`config.mk`:
```
export PLATFORM = sky130hd
export DESIGN_NAME = flash_cfg_err_ctrl
export DESIGN_NICKNAME = d
export VERILOG_FILES = /design/src/design/fault_event_logic.v /design/src/design/axil_reg_port.v /design/src/design/flash_cfg_err_ctrl.v
export VERILOG_INCLUDE_DIRS = /design/src /design/src/common
export SDC_FILE = /design/constraint.sdc
export NUM_CORES = 1
export LEC_CHECK = 0
export ABC_AREA = 1
export BUFFER_PORTS_ARGS = -buffer_cell sky130_fd_sc_hd__buf_2
export CAP_MARGIN = 20
export CORE_MARGIN = 4
export CORE_UTILIZATION = 40
export DETAILED_ROUTE_END_ITERATION = 16
export SLEW_MARGIN = 5
export SYNTH_ARGS = -nofsm -noshare
export SYNTH_HDL_FRONTEND = slang
export SYNTH_HIERARCHICAL = 1
export SYNTH_SLANG_ARGS = --single-unit
```
`constraint.sdc`:
```
create_clock -name aclk -period 3.02 [get_ports aclk]
set_clock_uncertainty 0.15 [all_clocks]
set_input_delay 0.151 -clock aclk [delete_from_list [all_inputs] [get_ports aclk]]
set_output_delay 0.151 -clock aclk [all_outputs]
set_load 0.01 [all_outputs]
```
`src/common/flash_cfg_consts.vh`:
```
// Constants for the flash configuration and error-control register bank.
// Assumes inclusion by bare name from files that need offsets and fields.
`ifndef FLASH_CFG_CONSTS_VH
`define FLASH_CFG_CONSTS_VH

// Byte offsets on the register bus
`define OFS_FLASH_CONFIG 8'h00
`define OFS_FLASH_ERROR_CONFIG 8'h04
`define OFS_FLASH_STATUS 8'h08
`define OFS_FLASH_ERROR_STATUS 8'h0C
`define OFS_ECC_ERROR_CAPTURE 8'h10

// flash_config field positions
`define BIT_CMD_DONE_IRQ_ENABLE 7
`define BIT_IGNORE_SINGLE_FAULT 4
`define BIT_FORCE_DOUBLE_FAULT 1
`define BIT_FORCE_SINGLE_FAULT 0
`define MASK_FLASH_CONFIG 8'h93

// flash_error_config field positions
`define BIT_DOUBLE_FAULT_IRQ_ENABLE 1
`define BIT_SINGLE_FAULT_IRQ_ENABLE 0
`define MASK_FLASH_ERROR_CONFIG 8'h03

// flash_status and flash_error_status field positions
`define BIT_CMD_DONE_FLAG 7
`define BIT_DOUBLE_FAULT_FLAG 1
`define BIT_SINGLE_FAULT_FLAG 0

// Reset values
`define RST_FLASH_CONFIG 8'h00
`define RST_FLASH_ERROR_CONFIG 8'h00
`define RST_FLASH_ERROR_STATUS 2'h0
`define RST_CMD_DONE_FLAG 1'h1
`define RST_ECC_ERROR_CAPTURE 32'h00000000

// AXI response codes
`define RESP_OKAY 2'h0
`define RESP_SLVERR 2'h2

`endif

```
`src/design/fault_event_logic.v`:
```
// Per-read fault decision: which fault flags an array read sets and whether
// the capture register loads. Assumes one read-done pulse per array read.
`default_nettype none

module fault_event_logic (
   // Array read event and its ECC result
   input wire rd_done,
   input wire ecc_single,
   input wire ecc_double,
   input wire rd_collision,
   // Configuration bits
   input wire ignore_single_fault,
   input wire force_single_fault,
   input wire force_double_fault,
   // Decisions
   output reg set_single,
   output reg set_double,
   output reg capture_en
);

   // Decision for one read; all terms idle without rd_done
   always @* begin
      set_single = 1'b0;
      set_double = 1'b0;
      capture_en = 1'b0;
      if (rd_done) begin
         if (rd_collision) begin
            set_single = 1'b1;
            set_double = 1'b1;
         end else begin
            set_double = ecc_double | force_double_fault;
            set_single = ~ignore_single_fault & (ecc_single | force_single_fault);
            capture_en = ecc_double | (ecc_single & ~ignore_single_fault);
         end
      end
   end

endmodule // fault_event_logic

`default_nettype wire

```
`src/design/axil_reg_port.v`:
```
// AXI4-Lite slave front end: takes address and data in either order, gives
// one write strobe and one read strobe. Assumes the top decodes addresses.
`default_nettype none
`include "flash_cfg_consts.vh"

module axil_reg_port (
   // Clock and reset
   input wire aclk,
   input wire aresetn,
   // Write address channel
   input wire [7:0] s_axi_awaddr,
   input wire s_axi_awvalid,
   output wire s_axi_awready,
   // Write data channel
   input wire [31:0] s_axi_wdata,
   input wire [3:0] s_axi_wstrb,
   input wire s_axi_wvalid,
   output wire s_axi_wready,
   // Write response channel
   output reg [1:0] s_axi_bresp,
   output reg s_axi_bvalid,
   input wire s_axi_bready,
   // Read address channel
   input wire [7:0] s_axi_araddr,
   input wire s_axi_arvalid,
   output wire s_axi_arready,
   // Read data channel
   output reg [31:0] s_axi_rdata,
   output reg [1:0] s_axi_rresp,
   output reg s_axi_rvalid,
   input wire s_axi_rready,
   // Register side
   output wire wr_en,
   output wire [7:0] wr_addr,
   output wire [31:0] wr_data,
   output wire [3:0] wr_strb,
   input wire wr_err,
   output wire rd_en,
   output wire [7:0] rd_addr,
   input wire [31:0] rd_data,
   input wire rd_err
);

   reg aw_held_reg;
   reg w_held_reg;
   reg [7:0] awaddr_reg;
   reg [31:0] wdata_reg;
   reg [3:0] wstrb_reg;

   // Each half is taken once and held until the response goes out
   assign s_axi_awready = ~aw_held_reg & ~s_axi_bvalid;
   assign s_axi_wready = ~w_held_reg & ~s_axi_bvalid;
   assign wr_en = aw_held_reg & w_held_reg & ~s_axi_bvalid;
   assign wr_addr = awaddr_reg;
   assign wr_data = wdata_reg;
   assign wr_strb = wstrb_reg;

   // Reads wait until the previous answer is accepted
   assign s_axi_arready = ~s_axi_rvalid;
   assign rd_en = s_axi_arvalid & s_axi_arready;
   assign rd_addr = s_axi_araddr;

   // Write channel state
   always @(posedge aclk) begin
      if (!aresetn) begin
         aw_held_reg <= 1'b0;
         w_held_reg <= 1'b0;
         awaddr_reg <= 8'h00;
         wdata_reg <= 32'h00000000;
         wstrb_reg <= 4'h0;
         s_axi_bvalid <= 1'b0;
         s_axi_bresp <= `RESP_OKAY;
      end else begin
         if (s_axi_awvalid && s_axi_awready) begin
            aw_held_reg <= 1'b1;
            awaddr_reg <= s_axi_awaddr;
         end
         if (s_axi_wvalid && s_axi_wready) begin
            w_held_reg <= 1'b1;
            wdata_reg <= s_axi_wdata;
            wstrb_reg <= s_axi_wstrb;
         end
         if (wr_en) begin
            aw_held_reg <= 1'b0;
            w_held_reg <= 1'b0;
            s_axi_bvalid <= 1'b1;
            s_axi_bresp <= wr_err ? `RESP_SLVERR : `RESP_OKAY;
         end else if (s_axi_bvalid && s_axi_bready) begin
            s_axi_bvalid <= 1'b0;
         end
      end
   end

   // Read channel state; data sampled when the address is taken
   always @(posedge aclk) begin
      if (!aresetn) begin
         s_axi_rvalid <= 1'b0;
         s_axi_rdata <= 32'h00000000;
         s_axi_rresp <= `RESP_OKAY;
      end else if (rd_en) begin
         s_axi_rvalid <= 1'b1;
         s_axi_rdata <= rd_data;
         s_axi_rresp <= rd_err ? `RESP_SLVERR : `RESP_OKAY;
      end else if (s_axi_rvalid && s_axi_rready) begin
         s_axi_rvalid <= 1'b0;
      end
   end

endmodule // axil_reg_port

`default_nettype wire

```
`src/design/flash_cfg_err_ctrl.v`:
```
// Flash configuration and error-control register bank with its interrupt
// requests. Assumes a command sequencer reports busy and an ECC checker
// reports one pulse per array read with its fault result.
`default_nettype none
`include "flash_cfg_consts.vh"

module flash_cfg_err_ctrl (
   // Clock and reset
   input wire aclk,
   input wire aresetn,
   // AXI4-Lite write address
   input wire [7:0] s_axi_awaddr,
   input wire s_axi_awvalid,
   output wire s_axi_awready,
   // AXI4-Lite write data
   input wire [31:0] s_axi_wdata,
   input wire [3:0] s_axi_wstrb,
   input wire s_axi_wvalid,
   output wire s_axi_wready,
   // AXI4-Lite write response
   output wire [1:0] s_axi_bresp,
   output wire s_axi_bvalid,
   input wire s_axi_bready,
   // AXI4-Lite read address
   input wire [7:0] s_axi_araddr,
   input wire s_axi_arvalid,
   output wire s_axi_arready,
   // AXI4-Lite read data
   output wire [31:0] s_axi_rdata,
   output wire [1:0] s_axi_rresp,
   output wire s_axi_rvalid,
   input wire s_axi_rready,
   // Command sequencer
   input wire cmd_busy,
   // Array read result from the ECC checker
   input wire array_rd_done,
   input wire [31:0] array_rd_addr,
   input wire ecc_single,
   input wire ecc_double,
   input wire rd_collision,
   // Interrupt requests
   output wire cmd_done_irq,
   output wire double_fault_irq,
   output wire single_fault_irq,
   // Configuration seen by the array read path
   output wire ignore_single_fault,
   output wire force_single_fault,
   output wire force_double_fault
);

   // Bus side signals
   wire wr_en;
   wire [7:0] wr_addr;
   wire [31:0] wr_data;
   wire [3:0] wr_strb;
   wire rd_en;
   wire [7:0] rd_addr;
   reg [31:0] rd_data;
   reg rd_err;
   reg wr_err;

   // Register state
   reg [7:0] flash_config_reg;
   reg [7:0] flash_config_next;
   reg [7:0] flash_error_config_reg;
   reg [7:0] flash_error_config_next;
   reg cmd_done_flag_reg;
   reg double_fault_flag_reg;
   reg double_fault_flag_next;
   reg single_fault_flag_reg;
   reg single_fault_flag_next;
   reg [31:0] ecc_error_capture_reg;
   reg [31:0] ecc_error_capture_next;

   // Fault decisions for the current read
   wire set_single;
   wire set_double;
   wire capture_en;

   // Byte-lane-0 write strobes per register
   wire lane0_wr;
   wire cfg_wr;
   wire err_cfg_wr;
   wire err_stat_wr;

   // Enable fields
   wire cmd_done_irq_enable;
   wire double_fault_irq_enable;
   wire single_fault_irq_enable;

   axil_reg_port u_port (
      .aclk(aclk),
      .aresetn(aresetn),
      .s_axi_awaddr(s_axi_awaddr),
      .s_axi_awvalid(s_axi_awvalid),
      .s_axi_awready(s_axi_awready),
      .s_axi_wdata(s_axi_wdata),
      .s_axi_wstrb(s_axi_wstrb),
      .s_axi_wvalid(s_axi_wvalid),
      .s_axi_wready(s_axi_wready),
      .s_axi_bresp(s_axi_bresp),
      .s_axi_bvalid(s_axi_bvalid),
      .s_axi_bready(s_axi_bready),
      .s_axi_araddr(s_axi_araddr),
      .s_axi_arvalid(s_axi_arvalid),
      .s_axi_arready(s_axi_arready),
      .s_axi_rdata(s_axi_rdata),
      .s_axi_rresp(s_axi_rresp),
      .s_axi_rvalid(s_axi_rvalid),
      .s_axi_rready(s_axi_rready),
      .wr_en(wr_en),
      .wr_addr(wr_addr),
      .wr_data(wr_data),
      .wr_strb(wr_strb),
      .wr_err(wr_err),
      .rd_en(rd_en),
      .rd_addr(rd_addr),
      .rd_data(rd_data),
      .rd_err(rd_err)
   );

   fault_event_logic u_fault (
      .rd_done(array_rd_done),
      .ecc_single(ecc_single),
      .ecc_double(ecc_double),
      .rd_collision(rd_collision),
      .ignore_single_fault(ignore_single_fault),
      .force_single_fault(force_single_fault),
      .force_double_fault(force_double_fault),
      .set_single(set_single),
      .set_double(set_double),
      .capture_en(capture_en)
   );

   // Field views of the configuration registers
   assign cmd_done_irq_enable = flash_config_reg[`BIT_CMD_DONE_IRQ_ENABLE];
   assign ignore_single_fault = flash_config_reg[`BIT_IGNORE_SINGLE_FAULT];
   assign force_double_fault = flash_config_reg[`BIT_FORCE_DOUBLE_FAULT];
   assign force_single_fault = flash_config_reg[`BIT_FORCE_SINGLE_FAULT];
   assign double_fault_irq_enable = flash_error_config_reg[`BIT_DOUBLE_FAULT_IRQ_ENABLE];
   assign single_fault_irq_enable = flash_error_config_reg[`BIT_SINGLE_FAULT_IRQ_ENABLE];

   // Writable registers are 8 bits wide, so only lane 0 carries data
   assign lane0_wr = wr_en & wr_strb[0];
   assign cfg_wr = lane0_wr & (wr_addr == `OFS_FLASH_CONFIG);
   assign err_cfg_wr = lane0_wr & (wr_addr == `OFS_FLASH_ERROR_CONFIG);
   assign err_stat_wr = lane0_wr & (wr_addr == `OFS_FLASH_ERROR_STATUS);

   // Write decode; unmapped addresses answer with an error
   always @* begin
      case (wr_addr)
         `OFS_FLASH_CONFIG: wr_err = 1'b0;
         `OFS_FLASH_ERROR_CONFIG: wr_err = 1'b0;
         `OFS_FLASH_STATUS: wr_err = 1'b0; // Read-only, write ignored
         `OFS_FLASH_ERROR_STATUS: wr_err = 1'b0;
         `OFS_ECC_ERROR_CAPTURE: wr_err = 1'b0; // Read-only, write ignored
         default: wr_err = 1'b1;
      endcase
   end

   // Configuration next values
   always @* begin
      flash_config_next = flash_config_reg;
      flash_error_config_next = flash_error_config_reg;
      if (cfg_wr) begin
         flash_config_next = wr_data[7:0] & `MASK_FLASH_CONFIG;
      end
      if (err_cfg_wr) begin
         flash_error_config_next = wr_data[7:0] & `MASK_FLASH_ERROR_CONFIG;
      end
   end

   // Fault flag next values; a new fault wins over a same-cycle clear
   always @* begin
      double_fault_flag_next = double_fault_flag_reg;
      single_fault_flag_next = single_fault_flag_reg;
      if (err_stat_wr && wr_data[`BIT_DOUBLE_FAULT_FLAG]) begin
         double_fault_flag_next = 1'b0;
      end
      if (err_stat_wr && wr_data[`BIT_SINGLE_FAULT_FLAG]) begin
         single_fault_flag_next = 1'b0;
      end
      if (set_double) begin
         double_fault_flag_next = 1'b1;
      end
      if (set_single) begin
         single_fault_flag_next = 1'b1;
      end
   end

   // Capture keeps the address of the last ECC double fault or non-ignored single fault outside a collision
   always @* begin
      ecc_error_capture_next = ecc_error_capture_reg;
      if (capture_en) begin
         ecc_error_capture_next = array_rd_addr;
      end
   end

   // State registers
   always @(posedge aclk) begin
      if (!aresetn) begin
         flash_config_reg <= `RST_FLASH_CONFIG;
         flash_error_config_reg <= `RST_FLASH_ERROR_CONFIG;
         // Command done reads as idle out of reset
         cmd_done_flag_reg <= `RST_CMD_DONE_FLAG;
         {double_fault_flag_reg, single_fault_flag_reg} <= `RST_FLASH_ERROR_STATUS;
         ecc_error_capture_reg <= `RST_ECC_ERROR_CAPTURE;
      end else begin
         flash_config_reg <= flash_config_next;
         flash_error_config_reg <= flash_error_config_next;
         cmd_done_flag_reg <= ~cmd_busy;
         double_fault_flag_reg <= double_fault_flag_next;
         single_fault_flag_reg <= single_fault_flag_next;
         ecc_error_capture_reg <= ecc_error_capture_next;
      end
   end

   // Read mux; reserved bits read as zero
   always @* begin
      rd_data = 32'h00000000;
      rd_err = 1'b0;
      case (rd_addr)
         `OFS_FLASH_CONFIG: rd_data[7:0] = flash_config_reg;
         `OFS_FLASH_ERROR_CONFIG: rd_data[7:0] = flash_error_config_reg;
         `OFS_FLASH_STATUS: rd_data[`BIT_CMD_DONE_FLAG] = cmd_done_flag_reg;
         `OFS_FLASH_ERROR_STATUS: begin
            rd_data[`BIT_DOUBLE_FAULT_FLAG] = double_fault_flag_reg;
            rd_data[`BIT_SINGLE_FAULT_FLAG] = single_fault_flag_reg;
         end
         `OFS_ECC_ERROR_CAPTURE: rd_data = ecc_error_capture_reg;
         default: rd_err = 1'b1;
      endcase
   end

   // Interrupt levels follow flag and enable with no extra latency,
   // so clearing either drops the request at once
   // command done request
   assign cmd_done_irq = cmd_done_flag_reg & cmd_done_irq_enable;
   assign double_fault_irq = double_fault_flag_reg & double_fault_irq_enable;
   assign single_fault_irq = single_fault_flag_reg & single_fault_irq_enable;

endmodule // flash_cfg_err_ctrl

`default_nettype wire

```
==> results of run 1 <==
cell type report:
cell class	instances	area (µm²)	share of cell area
Antenna cell	1	2.50	0.000475
Clock buffer	10	138	0.0261
Clock inverter	6	53.8	0.0102
Inverter	72	273	0.0518
Multi-Input combinational cell	354	1740	0.330
Sequential cell	92	1840	0.349
Tap cell	133	166	0.0316
Timing Repair Buffer	161	1060	0.201
placed cells by master (no fill, tap or decap), types with 2 or more instances in the layout:
cell type,instances
a21oi_1,49
buf_2,109
buf_4,3
clkbuf_8,10
conb_1,2
dfxtp_1,92
dlygate4sd3_1,49
inv_1,63
inv_2,8
inv_6,3
nand2_1,41
nand2_2,2
nand3_1,26
nand4_1,5
nor2_1,127
nor2_2,3
nor2_4,21
nor3_1,3
o21ai_0,59
o21ai_1,12
worst max-delay path, cell delays in order, from the launching register on:
cell     delay (ns)
dfxtp_1        0.40
inv_2          0.05
a21oi_1        0.12
nor2_1         0.11
inv_2          0.67
o21ai_0        0.22
a21oi_1        0.16
power groups by stage:
stage	logic (mW)	clock network [mW]	registers [mW]
final	0.403	0.804	1.34
after global routing	0.458	0.889	1.35
after floorplan	0.243	0	1.37
after detailed placement	0.355	0	1.36
after global placement	0.348	0	1.36
after CTS	0.404	0.838	1.34
metal layers:
| metal | vias to the layer above | GRT usage | share of wire |
|---|---|---|---|
| met3 | 5 | 0.0464 | 0.058 |
| li1 | 2010 | - | - |
| met2 | 86 | 0.278 | 0.46 |
| met5 | - | 0 | 0 |
| met4 | 0 | 0.0401 | 0.0081 |
| met1 | 1685 | 0.213 | 0.48 |
through the flow:
step	cells	util	worst slack [ns]	hold WS, ns	power (mW)
after detailed placement	763	0.463	1.07	0.172	1.72
after floorplan	568	-	1.60	0.0629	1.62
after global routing	829	0.532	0.805	0.0436	2.69
after CTS	828	0.532	1.05	0.0106	2.58
after global placement	763	0.463	1.12	0.169	1.71
final	829	0.532	1.04	0.0317	2.54
worst min path at each step:
stage,startpoint,to,slack (ns)
3_5_place_dp,cmd_busy,cmd_done_flag_reg$_SDFF_PN1_,0.17
6_report,rd_collision,double_fault_flag_reg$_SDFFE_PN0P_,0.03
5_1_grt,rd_collision,single_fault_flag_reg$_SDFFE_PN0P_,0.04
2_1_floorplan,cmd_busy,cmd_done_flag_reg$_SDFF_PN1_,0.06
4_1_cts,rd_collision,single_fault_flag_reg$_SDFFE_PN0P_,0.01
3_3_place_gp,cmd_busy,cmd_done_flag_reg$_SDFF_PN1_,0.17
what timing repair did:
item | 4_1_cts | 5_1_grt
hold buffers | 49 | 0
buffers inserted | 0 | 0
endpoints found under the hold margin | 50 | 0
setup endpoints to repair | 0 | 0
==> reports/summary.txt, run 1 <==
Outcome: completed
Post-CTS Resized: 0
Clock transition at path regs: 0.09 ns
Vias per Instance: 4.57
CP Launch Type: flop
CP required: 3.16 ns
Vias: 3786
Layout cell share with drive strength beyond 1: 0.237
Crit path time final: 1.98 ns
First-pass GRT wire length: 16100 µm
Vias in the first global route: 3511
RSZ-0062 raised after global routing: false
CTS buffer count: 9
Worst Setup Path Type: reg -> reg
Comb power frac: 0.158
CTS tree: yes
DR WL/cell: 11.7 µm
IO Pins: 143
CP max FO: 60
Synthesis Warnings: 6
Worst-skew pair later-pin latency: 0.35 ns
Switching pwr: 0.736 mW
Dpl cell area: 4590 µm²
Full die area: 12000 µm²
Worst Hold Class: in -> reg
Drt drc: 0
Leakage: 2.40 nW
Worst setup path startpoint: flash_config_reg[4]$_SDFFE_PN0P_
Max-slew headroom: 0.364
Synth-to-Final Area Change: 27.3%
H-tree depth: 3
Post-Route Setup TNS: 0 ns
Clk network pwr share: 0.316
Flop pwr share: 0.525
DRT iter0 DRCs: 143
Pin count of the biggest net entering global routing: 68
Post-Syn Area: 4140 µm²
Hold Vio Cnt, Final: 0
CTS Buffer Depth: 2
Max Cap Viol: 0
Worst-Margin Slew: 0.954 ns
Reg2Reg Capture Point: ecc_error_capture_reg[31]$_SDFFE_PN0P_
Hpwl dp: 6340 µm
Hold path cells: 5
Syn Inst Count: 567
Reg2Reg Depth: 6
Starting Density: 0.418
Total wire length: 9720 µm
Core area: 9910 µm²
Gr ovfl total: 0
Pint: 1.81 mW
Die height: 110 µm
Design Area, Final: 5270 µm²
Worst Setup EP: ecc_error_capture_reg[31]$_SDFFE_PN0P_
Critical path arrival: 2.12 ns
Initial antenna violation count: 1
Net Sw Frac: 0.289
Fill cells: 990
Setup Viol. Count Final: 0
VDD IR-drop max: 0.000241 V
Root Driver: clkbuf_8
Reg2reg start: flash_config_reg[4]$_SDFFE_PN0P_
Rows: 36
Tot GR Track Use: 0.166
Gpl congestion: 0.757
Slew Viols, Final: 0
Clock sinks: 92
Max Clock Freq: 505 MHz
Die Span X: 110 µm
First drt pass iteration count: 4
PwrDens: 483 nW/µm²
Final antenna-violating net count: 0
Syn_area_per_cell: 7.30 µm²
PortBufs: 109
Final net count: 786
Period utilisation layout: 0.655
R2R setup slack: 1.04 ns
CP endpoint kind: flop
No activity file was read; power rests on OpenSTA's default activity.
==> run 2: changes to the inputs <==
==> constraint.sdc (replaced) <==
create_clock -name aclk -period 1.9 [get_ports aclk]
set_clock_uncertainty 0.15 [all_clocks]
set_input_delay 0.095 -clock aclk [delete_from_list [all_inputs] [get_ports aclk]]
set_output_delay 0.095 -clock aclk [all_outputs]
set_load 0.01 [all_outputs]
==> reports/summary.txt, run 2 (synthesis results as in run 1) <==
N_diodes: 0 (-1)
Layout cell share with drive strength beyond 1: 0.234 (-0.00337)
Tot GR Track Use: 0.165 (-0.00132)
Hold Buf Count CTS: 58 (+18%)
Worst-case hold slack: 0.0301 ns (-0.00162 ns)
Fill cells: 961 (-2.9%)
Dpl cell area: 4610 µm² (+0.44%)
Gpl congestion: 0.751 (-0.82%)
Clock transition at path regs: 0.10 ns (about the same)
Reg2reg start: u_port/w_held_reg$_SDFFE_PP0P_
Final net count: 796 (+1.3%)
Pin count of the biggest net entering global routing: 91 (+34%)
CP required: 1.65 ns (-1.51 ns)
Setup Viol. Count Final: 0 (unchanged)
Total wire length: 9860 µm (+1.4%)
Hpwl dp: 6450 µm (+1.8%)
Max Clock Freq: 579 MHz
Period utilisation layout: 0.910
Max-slew headroom: 0.581 (+0.218)
Multi-input logic area: 1740 µm² (unchanged)
Final antenna-violating net count: 0 (unchanged)
Comb power frac: 0.161 (+0.003)
Worst Hold Class: in -> reg
First-pass GRT wire length: 15900 µm (-1.2%)
Vias: 3849 (+1.7%)
Hold Vio Cnt, Final: 0 (unchanged)
Clk network pwr share: 0.324 (+0.008)
Most common cell after layout, fill and taps aside: nor2_1
Drt drc: 0 (unchanged)
Rows: 36 (unchanged)
Core area: 9910 µm² (unchanged)
CP max FO: 17 (-72%)
Pint: 2.98 mW (+65%)
CP endpoint kind: output pin
Full die area: 12000 µm² (unchanged)
DR WL/cell: 11.8 µm (+0.33%)
Post-CTS Resized: 0 (unchanged)
H-tree depth: 3 (unchanged)
Leakage: 2.45 nW (+2.1%)
Die height: 110 µm (unchanged)
Worst setup path startpoint: u_port/s_axi_bvalid$_SDFFE_PN0P_
Worst-Margin Slew: 0.627 ns (-0.327 ns)
CTS buffer count: 9 (unchanged)
Vias in the first global route: 3641 (+3.7%)
Outcome: completed
Most frequent cells in the layout: nor2_1, buf_2, dfxtp_1
Worst Setup Path Type: reg -> out
Net Sw Frac: 0.278 (-0.0119)
VDD IR-drop max: 0.000406 V (+68%)
First drt pass iteration count: 4 (unchanged)
Flop pwr share: 0.515 (-0.010)
Clock sinks: 92 (unchanged)
Max Cap Viol: 0 (unchanged)
CTS tree: yes
Starting Density: 0.418 (unchanged)
Post-CTS Setup Inserts: 0 (unchanged)
DRT iter0 DRCs: 123 (-14%)
Gr ovfl total: 0 (unchanged)
Synth-to-Final Area Change: 30.0%
Worst-skew pair later-pin latency: 0.36 ns (about the same)
Total chip power: 4.12 mW (+62%)
Slew Viols, Final: 0 (unchanged)
Switching pwr: 1.14 mW (+55%)
Sequential Area: 1840 µm² (unchanged)
PwrDens: 765 nW/µm² (+59%)
RSZ-0062 raised after global routing: false
CTS Buffer Depth: 2 (unchanged)
Root Driver: clkbuf_8
Crit path time final: 1.73 ns
Post-Route Setup TNS: 0 ns (unchanged)
Design Area, Final: 5380 µm² (+2.2%)
IO Pins: 143 (unchanged)
Critical path arrival: 1.48 ns (-0.64 ns)
Initial antenna violation count: 0 (-1)
Vias per Instance: 4.59 (+0.57%)
HP Start: s_axi_awvalid
Die Span X: 110 µm (unchanged)
PortBufs: 109 (unchanged)
CP Launch Type: flop
run 2: cell count changes in the layout (fill, tap and decap cells not counted), sizes merged:
cell | previous run | this run
buf | 112 | 113
bufinv | 0 | 1
clkinvlp | 1 | 0
inv | 76 | 75
diode | 1 | 0
dlygate4sd3 | 49 | 58
clkinv | 1 | 2
run 2: worst max-delay path: stages, from the launching register on:
cell and delay [ns]:
dfxtp_1 0.37, nor2_2 0.51, buf_2 0.25
run 2: layout make-up:
| cell class | count | area share |
|---|---|---|
| inverter | 72 | 0.0507 |
| sequential | 92 | 0.342 |
| clock buffer | 10 | 0.0237 |
| tap | 133 | 0.0309 |
| timing repair buffer | 171 | 0.217 |
| clock inverter | 6 | 0.0130 |
| multi-input combinational | 354 | 0.323 |
run 2: final timing paths:
| kind | to | slack (ns) | depth (start not counted) |
|---|---|---|---|
| worst max-delay path | s_axi_awready | 0.17 | 2 |
| worst min-delay path | u_port/wr_addr[7]$_SDFFE_PN0P_ | 0.03 | 3 |
| worst max register to register | u_port/wr_data[0]$_SDFFE_PN0P_ | 0.26 | 5 |
| worst min register to register | ecc_error_capture_reg[8]$_SDFFE_PN0P_ | 0.31 | 2 |
run 2: power groups by stage:
stage / Combinational (mW) / Clock, mW / Sequential, mW
after floorplan: 0.386 / 0 / 2.18
after global placement: 0.556 / 0 / 2.16
after detailed placement: 0.569 / 0 / 2.17
after CTS: 0.666 / 1.36 / 2.12
after global routing: 0.753 / 1.45 / 2.14
final: 0.663 / 1.33 / 2.12
run 2: through the flow:
step,std cells,util,setup WS (ns)
3_5_place_dp,764,0.465,0.288
2_1_floorplan,568,-,0.482
5_1_grt,838,0.543,0.0547
4_1_cts,838,0.543,0.170
3_3_place_gp,764,0.465,0.334
6_report,838,0.543,0.172
run 2: layer usage:
| metal | share of wire | global-route usage | up-vias |
|---|---|---|---|
| met2 | 0.48 | 0.292 | 91 |
| li1 | - | - | 2025 |
| met4 | 0.0064 | 0.0534 | 0 |
| met3 | 0.062 | 0.0364 | 4 |
| met1 | 0.45 | 0.198 | 1729 |
| met5 | 0 | 0 | - |
==> run 3: changes to the inputs <==
==> constraint.sdc (replaced) <==
create_clock -name aclk -period 1.9 [get_ports aclk]
set_clock_uncertainty 0.15 [all_clocks]
set_input_delay 0.095 -clock aclk [delete_from_list [all_inputs] [get_ports aclk]]
set_output_delay 0.095 -clock aclk [all_outputs]
set_load 0.05 [all_outputs]
==> reports/summary.txt, run 3 (synthesis results as in run 1) <==
Outcome: completed
VDD IR-drop max: 0.000383 V (-5.5%)
PortBufs: 109 (unchanged)
Period utilisation layout: 0.891 (-0.0182)
Max-slew headroom: 0.584 (+0.00216)
Hold Vio Cnt, Final: 0 (unchanged)
Max Cap Viol: 0 (unchanged)
N_diodes: 0 (unchanged)
Hold Buf Count CTS: 58 (unchanged)
Worst Hold Class: in -> reg
Fill cells: 945 (-1.7%)
Vias: 3842 (-0.18%)
CTS Buffer Depth: 2 (unchanged)
Crit path max-delay family: buffers and inverters
Gpl congestion: 0.751 (about the same)
Leakage: 2.45 nW (-0.39%)
Rows: 36 (unchanged)
Most frequent cells in the layout: nor2_1, buf_2, dfxtp_1
First-pass GRT wire length: 15800 µm (-0.35%)
Most common cell after layout, fill and taps aside: nor2_1
Final Util: 0.544 (+0.000884)
Setup Viol. Count Final: 0 (unchanged)
DR WL/cell: 11.6 µm (-1.6%)
Synth-to-Final Area Change: 30.2%
Vias per Instance: 4.58 (-0.18%)
Clk network pwr share: 0.308 (-0.016)
Die Span X: 110 µm (unchanged)
Die height: 110 µm (unchanged)
Tot GR Track Use: 0.166 (+0.000433)
Full die area: 12000 µm² (unchanged)
Worst-Margin Slew: 0.624 ns (-0.00348 ns)
CP max stage delay: 0.53 ns (+0.02 ns)
CP endpoint kind: flop
Core area: 9910 µm² (unchanged)
Critical Path, Cell by Cell: dlygate4sd3_1 -> buf_2 -> inv_1 -> nand2_1 -> nor2_1 -> inv_2 -> buf_4 -> o21ai_0 -> a21oi_1
PwrDens: 795 nW/µm² (+3.9%)
H-tree depth: 3 (unchanged)
Post-Route Setup TNS: 0 ns (unchanged)
First drt pass iteration count: 4 (unchanged)
RSZ-0062 raised after global routing: false
Critical path arrival: 1.78 ns (+0.30 ns)
DRT iter0 DRCs: 129 (+4.9%)
Max Clock Freq: 590 MHz (+2.0%)
Hpwl dp: 6410 µm (-0.61%)
CP Launch Type: input pin
CP required: 1.98 ns (+0.33 ns)
Final net count: 797 (+0.13%)
Slowest-stage cell, CP: dlygate4sd3_1
Total wire length: 9700 µm (-1.6%)
Gr ovfl total: 0 (unchanged)
Layout cell share with drive strength beyond 1: 0.235 (+0.00142)
Initial antenna violation count: 0 (unchanged)
Worst-skew pair later-pin latency: 0.35 ns (about the same)
Net Sw Frac: 0.301 (+0.0235)
Post-CTS Resized: 0 (unchanged)
Clock sinks: 92 (unchanged)
CTS tree: yes
Drt drc: 0 (unchanged)
Post-CTS Setup Inserts: 0 (unchanged)
Comb power frac: 0.197 (+0.036)
Crit path time final: 1.69 ns (-0.0346 ns)
Pin count of the biggest net entering global routing: 91 (unchanged)
Starting Density: 0.418 (unchanged)
CTS buffer count: 9 (unchanged)
CP max FO: 38 (+21)
Final antenna-violating net count: 0 (unchanged)
Slew Viols, Final: 0 (unchanged)
Root Driver: clkbuf_8
Vias in the first global route: 3501 (-3.8%)
Worst Setup Path Type: in -> reg
WP buf/inv: 5 (+4)
Pint: 3.00 mW (+0.67%)
IO Pins: 143 (unchanged)
Switching pwr: 1.29 mW (+13%)
Flop pwr share: 0.495 (-0.020)
Clock transition at path regs: 0.09 ns (about the same)
-- run 3: area by class of cell --
cell class              instances  area (µm²)  area share
multi-input cells             354        1740       0.322
repair buffers                172        1180       0.218
flip-flops and latches         92        1840       0.342
inverters                      72         273      0.0506
clock buffers                  10         138      0.0255
clock inverters                 5        61.3      0.0114
well taps                     133         166      0.0309
-- run 3: through the flow --
stage	hold slack [ns]	setup WS, ns	power [mW]	instances	instance area, µm²
floorplan	0.00694	0.156	2.75	568	4150
global placement	0.113	0.340	2.91	765	4610
detailed placement	0.114	0.271	2.92	765	4610
CTS	0.0268	0.209	4.34	838	5390
global route	0.0489	0.0534	4.52	838	5390
finish	0.0497	0.206	4.29	838	5390
-- run 3: path summary, 6_finish.rpt --
check	start	end	slack (ns)	cells after the start
worst max-delay path	rd_collision	ecc_error_capture_reg[2]$_SDFFE_PN0P_	0.21	9
worst min-delay path	s_axi_awvalid	u_port/wr_addr[0]$_SDFFE_PN0P_	0.05	3
worst max register to register	u_port/s_axi_bvalid$_SDFFE_PN0P_	u_port/wr_data[1]$_SDFFE_PN0P_	0.25	5
worst min register to register	ecc_error_capture_reg[3]$_SDFFE_PN0P_	ecc_error_capture_reg[3]$_SDFFE_PN0P_	0.31	2
-- run 3: metal layers --
metal  routed length [µm]  vias up  track usage
li1                     -     2031            -
met3                  600       11       0.0376
met4                  145        0       0.0641
met1                 4470     1693        0.212
met5                    0        -            0
met2                 4480      107        0.271
-- run 3: worst min-delay path: stages --
cell,delay (ns)
buf_2,0.20
a21oi_1,0.17
nor2_1,0.05
-- run 3: power by group through the flow --
stage	logic (mW)	registers [mW]	clock network, mW
CTS	0.849	2.12	1.37
floorplan	0.414	2.33	0
global route	0.936	2.14	1.45
detailed placement	0.755	2.17	0
global placement	0.741	2.16	0
finish	0.844	2.12	1.32
